<file path="src/wake_pme_defs.svh">
// constants of the wake event and power management control block
// assumes inclusion by bare name from the package and design files
`ifndef WAKE_PME_DEFS_SVH
`define WAKE_PME_DEFS_SVH

// register map (byte address of the single control word)
`define PWC_OFFSET        12'h084
`define ADDR_W            12

// field positions inside power_wake_control
`define BIT_READY         0
`define BIT_OUT_ENABLE    1
`define BIT_POLARITY      2
`define BIT_PULSE_LEVEL   3
`define BIT_LAN_STATUS    5
`define BIT_BUFFER_TYPE   6
`define BIT_LAN_ENABLE    9
`define BIT_VPHY_RESET    10
`define BIT_P1_ENABLE     14
`define BIT_P2_ENABLE     15

// reset value of every control field
`define FIELD_RST         1'b0

// bus responses
`define RESP_OKAY         2'b00
`define RESP_SLVERR       2'b10

// timing
`define CLK_FREQ_KHZ      40000
`define WAKE_PULSE_MS     50
`define TIMER_CNT_W       22
`define VPHY_RESET_CYCLES 16
`define STABLE_CYCLES     32

`endif

</file>
<file path="src/wake_pme_pkg.sv">
// types shared by the wake event control block and its timer
// assumes wake_pme_defs.svh sits in the include path
`include "wake_pme_defs.svh"

package wake_pme_pkg;

    // write channel progress
    typedef enum logic {wr_collect, wr_respond} wr_phase_e;

    // down counter state
    typedef struct packed {
        logic [`TIMER_CNT_W-1:0] cnt;  // cycles left
        logic                    busy; // counting
        logic                    done; // one-cycle end marker
    } timer_state_s;

    // complete state of the control block
    typedef struct packed {
        logic                port2_energy_wake_enable;
        logic                port1_energy_wake_enable;
        logic                virtual_phy_soft_reset;
        logic                lan_wake_enable;
        logic                wake_out_buffer_type;
        logic                wake_out_pulse_level_select;
        logic                wake_out_polarity;
        logic                wake_out_enable;
        logic                lan_wake_status;
        logic [1:0]          energy_latched; // per port, level mode memory
        logic                lan_src_q;      // source of previous cycle
        logic                wake_event_out;
        logic                wake_event_out_en;
        logic                wake_irq_set;
        logic                ready;
        logic                ready_event;
        logic                ready_pending;  // stabilisation timer to start
        wr_phase_e           wr_phase;
        logic                aw_held;
        logic                w_held;
        logic [`ADDR_W-1:0]  awaddr;
        logic [31:0]         wdata;
        logic [3:0]          wstrb;
        logic                awready;
        logic                wready;
        logic                bvalid;
        logic [1:0]          bresp;
        logic                arready;
        logic                rvalid;
        logic [31:0]         rdata;
        logic [1:0]          rresp;
    } wake_state_s;

endpackage
</file>
<file path="src/wake_cycle_timer.sv">
// one-shot down counter: start loads a length, busy while running
// assumes a single clock and synchronous active-low reset
`timescale 1ns/10ps
`include "wake_pme_defs.svh"

module wake_cycle_timer (
    input  wire logic                    aclk,
    input  wire logic                    aresetn,
    input  wire logic                    start,  // load and run
    input  wire logic                    abort,  // stop without done
    input  wire logic [`TIMER_CNT_W-1:0] length, // cycles to run
    output      logic                    busy,
    output      logic                    done
);

    wake_pme_pkg::timer_state_s s;      // registered state
    wake_pme_pkg::timer_state_s next_s; // next state

    // count down, flag the last cycle
    always_comb begin
        next_s      = s;
        next_s.done = 1'b0;
        if (abort) begin
            // abort wins over everything
            next_s.busy = 1'b0;
            next_s.cnt  = '0;
        end else if (start) begin
            // restart from the full length
            next_s.busy = 1'b1;
            next_s.cnt  = length;
        end else if (s.busy) begin
            if (s.cnt <= `TIMER_CNT_W'(1)) begin
                next_s.busy = 1'b0;
                next_s.done = 1'b1;
                next_s.cnt  = '0;
            end else begin
                next_s.cnt = s.cnt - `TIMER_CNT_W'(1);
            end
        end
    end

    // register the state
    always_ff @(posedge aclk) begin
        if (!aresetn) begin
            s <= '0;
        end else begin
            s <= next_s;
        end
    end

    assign busy = s.busy;
    assign done = s.done;

endmodule

</file>
<file path="src/wake_event_pme_control.sv">
// wake event routing, wake pin control and power_wake_control register
// assumes an AXI4-Lite master, event inputs synchronous to aclk
`timescale 1ns/10ps
`include "wake_pme_defs.svh"

module wake_event_pme_control #(
    // cycles of the single wake pulse
    parameter int WAKE_PULSE_CYCLES = `WAKE_PULSE_MS * `CLK_FREQ_KHZ,
    // cycles the virtual phy is held in reset
    parameter int VPHY_RESET_CYCLES = `VPHY_RESET_CYCLES,
    // cycles from reset release until the device is ready
    parameter int STABLE_CYCLES     = `STABLE_CYCLES
) (
    input  wire logic               aclk,
    input  wire logic               aresetn,
    // AXI4-Lite slave
    input  wire logic [`ADDR_W-1:0] s_axi_awaddr,
    input  wire logic               s_axi_awvalid,
    output      logic               s_axi_awready,
    input  wire logic [31:0]        s_axi_wdata,
    input  wire logic [3:0]         s_axi_wstrb,
    input  wire logic               s_axi_wvalid,
    output      logic               s_axi_wready,
    output      logic [1:0]         s_axi_bresp,
    output      logic               s_axi_bvalid,
    input  wire logic               s_axi_bready,
    input  wire logic [`ADDR_W-1:0] s_axi_araddr,
    input  wire logic               s_axi_arvalid,
    output      logic               s_axi_arready,
    output      logic [31:0]        s_axi_rdata,
    output      logic [1:0]         s_axi_rresp,
    output      logic               s_axi_rvalid,
    input  wire logic               s_axi_rready,
    // device resets other than aresetn, one-cycle pulses
    input  wire logic               soft_reset,
    input  wire logic               digital_reset,
    // wake sources
    input  wire logic               port1_energy_event, // one-cycle pulse
    input  wire logic               port2_energy_event, // one-cycle pulse
    input  wire logic               lan_wake_source,    // level, held by host mac
    // wake pin, open-drain or push-pull
    output      logic               wake_event_out,
    output      logic               wake_event_out_en,
    // to interrupt status and hardware config logic
    output      logic               wake_interrupt_flag_set, // one-cycle pulse
    output      logic               device_ready,            // level
    output      logic               device_ready_event,      // one-cycle pulse
    output      logic               virtual_phy_reset        // level
);

    wake_pme_pkg::wake_state_s s;      // registered state
    wake_pme_pkg::wake_state_s next_s; // next state

    logic        pulse_start;  // new wake event, in either mode
    logic        pulse_abort;  // drop the running pulse
    logic        pulse_busy;   // wake pulse running
    logic        vphy_start;   // accepted write of the reset bit
    logic        vphy_busy;    // virtual phy in reset
    logic        vphy_done;    // virtual phy leaves reset
    logic        ready_start;  // begin stabilisation
    logic        ready_abort;  // restart stabilisation
    logic        ready_done;   // stabilisation over
    logic [31:0] readback;     // register view
    logic [31:0] byte_mask;    // write strobes per bit
    logic        wr_hit;       // write address decodes
    logic        rd_hit;       // read address decodes
    logic        lan_clear;    // write-one-to-clear of the status
    logic        lan_rise;     // new lan wake event
    logic        wake_cause;   // some enabled event still pending
    logic        wake_active;  // logical wake state of the pin
    logic        any_reset;    // soft or digital reset

    // 50 ms wake pulse
    wake_cycle_timer pulse_timer (
        .aclk    (aclk),
        .aresetn (aresetn),
        .start   (pulse_start),
        .abort   (pulse_abort),
        .length  (`TIMER_CNT_W'(WAKE_PULSE_CYCLES)),
        .busy    (pulse_busy),
        .done    ()
    );

    // virtual phy reset length
    wake_cycle_timer vphy_timer (
        .aclk    (aclk),
        .aresetn (aresetn),
        .start   (vphy_start),
        .abort   (digital_reset),
        .length  (`TIMER_CNT_W'(VPHY_RESET_CYCLES)),
        .busy    (vphy_busy),
        .done    (vphy_done)
    );

    // stabilisation after any reset
    wake_cycle_timer ready_timer (
        .aclk    (aclk),
        .aresetn (aresetn),
        .start   (ready_start),
        .abort   (ready_abort),
        .length  (`TIMER_CNT_W'(STABLE_CYCLES)),
        .busy    (),
        .done    (ready_done)
    );

    // register view, reserved bits stay zero
    always_comb begin
        readback                      = '0;
        readback[`BIT_READY]          = s.ready;
        readback[`BIT_OUT_ENABLE]     = s.wake_out_enable;
        readback[`BIT_POLARITY]       = s.wake_out_polarity;
        readback[`BIT_PULSE_LEVEL]    = s.wake_out_pulse_level_select;
        readback[`BIT_LAN_STATUS]     = s.lan_wake_status;
        readback[`BIT_BUFFER_TYPE]    = s.wake_out_buffer_type;
        readback[`BIT_LAN_ENABLE]     = s.lan_wake_enable;
        readback[`BIT_VPHY_RESET]     = s.virtual_phy_soft_reset;
        readback[`BIT_P1_ENABLE]      = s.port1_energy_wake_enable;
        readback[`BIT_P2_ENABLE]      = s.port2_energy_wake_enable;
    end

    // address decode and strobe expansion
    always_comb begin
        byte_mask = {{8{s.wstrb[3]}}, {8{s.wstrb[2]}}, {8{s.wstrb[1]}}, {8{s.wstrb[0]}}};
        if (s.awaddr == `PWC_OFFSET) begin
            wr_hit = 1'b1;
        end else begin
            wr_hit = 1'b0;
        end
        if (s_axi_araddr == `PWC_OFFSET) begin
            rd_hit = 1'b1;
        end else begin
            rd_hit = 1'b0;
        end
    end

    // next state: bus, fields, events, pin
    always_comb begin
        next_s                  = s;
        next_s.wake_irq_set     = 1'b0;
        next_s.ready_event      = 1'b0;
        pulse_start             = 1'b0;
        vphy_start              = 1'b0;
        ready_start             = 1'b0;
        lan_clear               = 1'b0;
        any_reset               = soft_reset | digital_reset;
        ready_abort             = any_reset;

        // write response taken
        if (s.bvalid && s_axi_bready) begin
            next_s.bvalid   = 1'b0;
            next_s.wr_phase = wake_pme_pkg::wr_collect;
        end
        // write address and data taken in either order
        if (s_axi_awvalid && s.awready) begin
            next_s.awaddr  = s_axi_awaddr;
            next_s.aw_held = 1'b1;
        end
        if (s_axi_wvalid && s.wready) begin
            next_s.wdata  = s_axi_wdata;
            next_s.wstrb  = s_axi_wstrb;
            next_s.w_held = 1'b1;
        end

        // both halves held: perform the write
        if (s.aw_held && s.w_held && s.wr_phase == wake_pme_pkg::wr_collect) begin
            next_s.aw_held  = 1'b0;
            next_s.w_held   = 1'b0;
            next_s.bvalid   = 1'b1;
            next_s.wr_phase = wake_pme_pkg::wr_respond;
            if (!wr_hit) begin
                // unmapped address
                next_s.bresp = `RESP_SLVERR;
            end else begin
                next_s.bresp = `RESP_OKAY;
                // writes before ready are dropped
                if (s.ready) begin
                    if (byte_mask[`BIT_OUT_ENABLE]) begin
                        next_s.wake_out_enable = s.wdata[`BIT_OUT_ENABLE];
                    end
                    if (byte_mask[`BIT_POLARITY]) begin
                        next_s.wake_out_polarity = s.wdata[`BIT_POLARITY];
                    end
                    if (byte_mask[`BIT_PULSE_LEVEL]) begin
                        next_s.wake_out_pulse_level_select = s.wdata[`BIT_PULSE_LEVEL];
                    end
                    if (byte_mask[`BIT_BUFFER_TYPE]) begin
                        next_s.wake_out_buffer_type = s.wdata[`BIT_BUFFER_TYPE];
                    end
                    if (byte_mask[`BIT_LAN_ENABLE]) begin
                        next_s.lan_wake_enable = s.wdata[`BIT_LAN_ENABLE];
                    end
                    if (byte_mask[`BIT_P1_ENABLE]) begin
                        next_s.port1_energy_wake_enable = s.wdata[`BIT_P1_ENABLE];
                    end
                    if (byte_mask[`BIT_P2_ENABLE]) begin
                        next_s.port2_energy_wake_enable = s.wdata[`BIT_P2_ENABLE];
                    end
                    // write one clears the status
                    lan_clear = byte_mask[`BIT_LAN_STATUS] & s.wdata[`BIT_LAN_STATUS];
                    // reset bit ignores writes while high
                    if (byte_mask[`BIT_VPHY_RESET] && s.wdata[`BIT_VPHY_RESET]
                        && !s.virtual_phy_soft_reset) begin
                        vphy_start                    = 1'b1;
                        next_s.virtual_phy_soft_reset = 1'b1;
                    end
                end
            end
        end
        // accept a new half only while the previous write is finished
        next_s.awready = !next_s.aw_held && !next_s.bvalid;
        next_s.wready  = !next_s.w_held && !next_s.bvalid;

        // read channel: one read at a time
        if (s.rvalid && s_axi_rready) begin
            next_s.rvalid = 1'b0;
        end
        if (s_axi_arvalid && s.arready) begin
            next_s.rvalid = 1'b1;
            if (rd_hit) begin
                next_s.rdata = readback;
                next_s.rresp = `RESP_OKAY;
            end else begin
                next_s.rdata = '0;
                next_s.rresp = `RESP_SLVERR;
            end
        end
        next_s.arready = !next_s.rvalid && !(s_axi_arvalid && s.arready);

        // virtual phy released: bit clears itself
        if (vphy_done) begin
            next_s.virtual_phy_soft_reset = 1'b0;
        end

        // lan wake status: source holds it, set wins over clear
        next_s.lan_src_q       = lan_wake_source;
        lan_rise               = lan_wake_source & ~s.lan_src_q;
        next_s.lan_wake_status = lan_wake_source | (s.lan_wake_status & ~lan_clear);

        // energy events kept for continuous mode until enable clears
        next_s.energy_latched[0] = next_s.port1_energy_wake_enable
            & (s.energy_latched[0] | port1_energy_event);
        next_s.energy_latched[1] = next_s.port2_energy_wake_enable
            & (s.energy_latched[1] | port2_energy_event);

        // interrupt flag, independent of the pin enable
        if ((s.port1_energy_wake_enable && port1_energy_event)
            || (s.port2_energy_wake_enable && port2_energy_event)) begin
            next_s.wake_irq_set = 1'b1;
        end
        if (s.lan_wake_enable && lan_rise) begin
            next_s.wake_irq_set = 1'b1;
        end

        // enabled event still pending; cleared status or enable drops it
        wake_cause = (next_s.lan_wake_status & next_s.lan_wake_enable)
            | (|next_s.energy_latched);
        // new event starts a fresh pulse
        pulse_start = next_s.wake_irq_set;
        pulse_abort = !wake_cause;

        // zero gives the single pulse, one the continuous level
        if (s.wake_out_pulse_level_select) begin
            wake_active = wake_cause;
        end else begin
            wake_active = wake_cause & (pulse_busy | pulse_start);
        end

        // pin drive
        if (!s.wake_out_enable) begin
            // pin disabled: released
            next_s.wake_event_out    = 1'b0;
            next_s.wake_event_out_en = 1'b0;
        end else if (!s.wake_out_buffer_type) begin
            // open-drain: pull low while active, polarity ignored
            next_s.wake_event_out    = 1'b0;
            next_s.wake_event_out_en = wake_active;
        end else begin
            // push-pull: always driven, polarity chooses the level
            next_s.wake_event_out    = s.wake_out_polarity ? wake_active : ~wake_active;
            next_s.wake_event_out_en = 1'b1;
        end

        // device ready after stabilisation
        if (s.ready_pending) begin
            ready_start          = 1'b1;
            next_s.ready_pending = 1'b0;
        end
        if (ready_done && !s.ready) begin
            next_s.ready       = 1'b1;
            next_s.ready_event = 1'b1;
        end

        // soft reset keeps buffer type and polarity
        if (any_reset) begin
            next_s.port2_energy_wake_enable    = `FIELD_RST;
            next_s.port1_energy_wake_enable    = `FIELD_RST;
            next_s.lan_wake_enable             = `FIELD_RST;
            next_s.wake_out_pulse_level_select = `FIELD_RST;
            next_s.wake_out_enable             = `FIELD_RST;
            next_s.lan_wake_status             = lan_wake_source;
            next_s.energy_latched              = '0;
            next_s.wake_event_out              = 1'b0;
            next_s.wake_event_out_en           = 1'b0;
            next_s.wake_irq_set                = 1'b0;
            next_s.ready                       = 1'b0;
            next_s.ready_event                 = 1'b0;
            next_s.ready_pending               = 1'b1;
            pulse_abort                        = 1'b1;
        end
        if (digital_reset) begin
            // full reset of the fields, including the kept ones
            next_s.wake_out_buffer_type   = `FIELD_RST;
            next_s.wake_out_polarity      = `FIELD_RST;
            next_s.virtual_phy_soft_reset = `FIELD_RST;
        end
    end

    // register the state; bus handshakes restart cleanly
    always_ff @(posedge aclk) begin
        if (!aresetn) begin
            s               <= '0;
            s.ready_pending <= 1'b1;
            s.wr_phase      <= wake_pme_pkg::wr_collect;
        end else begin
            s <= next_s;
        end
    end

    // outputs straight from the state register
    assign s_axi_awready           = s.awready;
    assign s_axi_wready            = s.wready;
    assign s_axi_bvalid            = s.bvalid;
    assign s_axi_bresp             = s.bresp;
    assign s_axi_arready           = s.arready;
    assign s_axi_rvalid            = s.rvalid;
    assign s_axi_rdata             = s.rdata;
    assign s_axi_rresp             = s.rresp;
    assign wake_event_out          = s.wake_event_out;
    assign wake_event_out_en       = s.wake_event_out_en;
    assign wake_interrupt_flag_set = s.wake_irq_set;
    assign device_ready            = s.ready;
    assign device_ready_event      = s.ready_event;
    assign virtual_phy_reset       = s.virtual_phy_soft_reset;

endmodule

</file>
<file path="config.mk">
export PLATFORM = sky130hd
export DESIGN_NAME = wake_event_pme_control
export DESIGN_NICKNAME = d
export VERILOG_FILES = /design/src/wake_pme_pkg.sv /design/src/wake_cycle_timer.sv /design/src/wake_event_pme_control.sv
export VERILOG_INCLUDE_DIRS = /design/src
export SDC_FILE = /design/constraint.sdc
export NUM_CORES = 1
export LEC_CHECK = 0
export BUFFER_PORTS_ARGS = -buffer_cell sky130_fd_sc_hd__buf_4
export CORE_UTILIZATION = 32
export DETAILED_ROUTE_END_ITERATION = 12
export PLACE_DENSITY = 0.63
export SLEW_MARGIN = 5
export SYNTH_ARGS = -nofsm -noshare
export SYNTH_HDL_FRONTEND = slang
export SYNTH_SLANG_ARGS = --single-unit
</file>
<file path="constraint.sdc">
create_clock -name aclk -period 2.5 [get_ports aclk]
set_clock_uncertainty 0.15 [all_clocks]
set_input_delay 0.125 -clock aclk [delete_from_list [all_inputs] [get_ports aclk]]
set_output_delay 0.125 -clock aclk [all_outputs]
set_load 0.03 [all_outputs]
</file>
==> impl_metrics.json <==
{
  "switching_share": 0.218,
  "drive_gt1_frac": 0.183,
  "portBuffers": 69,
  "core_um2": 17900,
  "synthFlopType": "dfxtp_1",
  "h-tree-depth": 4,
  "final_antenna_net_count": 0,
  "powerDensity_nw_per_um2": 635,
  "fin_setup_tns_ns": 0,
  "synth_area_um2": 5830,
  "fp.dieH_um": 137,
  "cp_data_arrival_time_ns": 2.56,
  "grt_first_pass_wirelength_um": 20500,
  "hpwl_um": 8650,
  "grt_max_degree": 44,
  "die_area_um2": 18800,
  "drt_iter0_drc": 203,
  "worst_path_most_repeated_cell": "a21oi_1",
  "worstPathMaxFanout": 6,
  "yosysWarnings": 0,
  "drtPass1Iterations": 4,
  "ys_types": 61,
  "via_count": 4667,
  "seqPwrFrac": 0.455,
  "final_area_um2": 7480,
  "synthArstFlopShare": 0,
  "rsz0062_at_grt": "no",
  "cts_max_path_buffers": 2,
  "crit_chain": "or4_4, or3_2, or4_1, nor3_1, a21oi_1, a21oi_1",
  "critPathTopFamily": "simple AND/OR/NAND/NOR gates",
  "nets": 855,
  "timing.critical_path.required_ns": 2.70,
  "place.gp.congestion": 0.743,
  "start_kind": "register",
  "final_core_util": 0.418,
  "initial_core_util": 0.326,
  "viasPerCell": 4.58,
  "ioPinCount": 119,
  "drv_slew": 0,
  "ys_seq_area_frac": 0.453,
  "critPathSlowestCell": "or4_4",
  "max_freq_ghz": 0.422,
  "antenna_found_initial": 0,
  "clockPowerShare": 0.480,
  "drt-wirelength-per-cell_um": 12.1,
  "hold_viol": 0,
  "cap_violations": 0,
  "syn-mean-instance-area_um2": 8.73,
  "combPwrFrac": 0.065,
  "clkSinkCount": 132,
  "synth-seq-cells": 132,
  "irDropWorstVdd_v": 0.000568,
  "clkLatencyLatePin_ns": 0.42,
  "path_clk_slew_ns": 0.05,
  "slew_headroom": 0.530,
  "p_total_mw": 4.75,
  "track_usage": 0.140,
  "path_buf_inv": 0,
  "p_switching_mw": 1.03,
  "placed_area_um2": 6590,
  "cts_buffers": 17,
  "wl_um": 12300,
  "fp-row-count": 49,
  "max_stage_delay_ns": 0.56,
  "fin_crit_sh": 0.947,
  "min_path_type": "in -> reg",
  "netlist_instances": 668,
  "syn_to_final_growth_pct": 28.2,
  "drc": 0,
  "grt_pass1_vias": 4315,
  "cts_tree": "yes",
  "synth_edf_count": 0,
  "p_leak_nw": 2.96,
  "diodes": 0,
  "crit_type": "reg -> reg",
  "root_buffer": "clkbuf_16",
  "endpoint_kind": "register",
  "setup_viol": 0,
  "postCtsSetupBuffers": 0,
  "power.internal_mw": 3.71,
  "fin_crit_ns": 2.37,
  "tightest_slew_ns": 0.704,
  "gr-total-overflow": 0,
  "status": "finished, final reports clean",
  "dieWidth_um": 137
}
==> power groups by stage <==
stage	clock, mW	combinational (mW)	sequential, mW
finish	2.28	0.308	2.16
global route	2.43	0.339	2.16
CTS	2.34	0.310	2.16
detailed placement	0	0.268	2.21
global placement	0	0.267	2.20
floorplan	0	0.192	2.21
==> cell families (layout without fill, tap and decap cells) <==
kind of cell,after synthesis,after routing,share of synthesized area
other,1,24,0.000643
DFF,132,132,0.453
adders and majority gates,6,6,0.0129
muxes,8,8,0.0139
AOI/OAI and AO/OA,77,77,0.0901
buffers and inverters,74,172,0.0744
and+or+nand+nor,318,318,0.277
xor gates and xnor gates,52,52,0.0781
==> through the flow <==
step / cells / worst slack [ns] / hold WS, ns
floorplan: 691 / 0.111 / 0.114
global placement: 955 / 0.0757 / 0.233
detailed placement: 955 / 0.0737 / 0.238
CTS: 1018 / 0.0494 / 0.107
global route: 1018 / 0.0129 / 0.156
finish: 1018 / 0.131 / 0.110
==> worst min-delay path: stages <==
cell	delay, ns
buf_4	0.09
nand2_1	0.22
nand2_1	0.13
a21boi_0	0.06
==> placed cells by master, fill, tap and decap left out, types with 13 or more instances in the layout <==
master,Yosys,layout
conb_1,1,24
nor3_1,37,36
xor2_1,17,17
a21oi_1,13,13
or3_1,14,13
nor4_1,16,16
nor2_1,81,81
dlygate4sd3_1,0,32
clkbuf_16,0,17
nand2_1,89,89
xnor2_1,35,35
dfxtp_1,132,132
inv_1,13,13
buf_4,38,92
a21boi_0,26,26
==> routing by layer <==
metal,track usage,vias to the layer above,part of all wire
li1,-,2438,-
met4,0.0476,0,0.012
met1,0.182,2150,0.49
met2,0.223,63,0.46
met3,0.0389,16,0.035
met5,0,-,0
==> cells in the mapped netlist (all sizes together) (3+ instances only) <==
cell type / number / area (um^2)
nor2b: 11 / 68.8
dfxtp: 132 / 2640
o21ai: 7 / 35.0
and3: 4 / 25.0
or2: 5 / 31.3
xor2: 17 / 149
inv: 13 / 48.8
nand2: 89 / 334
and2: 6 / 37.5
or4: 10 / 80.1
nand2b: 6 / 37.5
mux2i: 7 / 70.1
buf: 44 / 320
nand3: 7 / 35.0
nor4: 17 / 121
a31oi: 8 / 50.1
nor3b: 5 / 37.5
nand3b: 5 / 37.5
nor3: 43 / 245
nor2: 81 / 304
a21oi: 13 / 65.1
a22oi: 11 / 82.6
xnor2: 35 / 307
a21boi: 26 / 195
or3: 16 / 103
nor4b: 3 / 26.3
ha: 6 / 75.1
clkbuf: 17 / 65.1
==> registers in the layout (all words and copies together) (netlist names), 2 cells and up <==
name,cells
vphy_timer.s,22
pulse_timer.s,22
s_axi_rdata,10
byte_mask,2
ready_timer.s,22
readback,8
s,28
==> layout make-up <==
class | count | area [um^2]
Fill cell | 1785 | 10400
Inverter | 13 | 48.8
Sequential cell | 132 | 2640
Clock inverter | 5 | 50.0
Multi-Input combinational cell | 485 | 2870
Clock buffer | 26 | 489
Timing Repair Buffer | 128 | 1090
Tap cell | 229 | 287
==> final timing paths <==
| kind | from | endpoint | slack [ns] | cells past startpoint |
|---|---|---|---|---|
| setup / recovery | pulse_timer.s[5] | pulse_timer.s[20] | 0.13 | 6 |
| setup reg to reg | pulse_timer.s[5] | pulse_timer.s[20] | 0.13 | 6 |
| hold / removal | s_axi_wvalid | s[54] | 0.11 | 4 |
| hold reg to reg | vphy_timer.done | virtual_phy_reset | 0.26 | 1 |
==> what timing repair did <==
| action | in CTS | in global routing |
|---|---|---|
| hold buffers | 32 | 0 |
| setup endpoints to repair | 0 | 24 |
| hold endpoints to repair | 42 | 0 |
| gates resized for setup | 0 | 8 |
No activity file was read; power rests on OpenSTA's default activity.
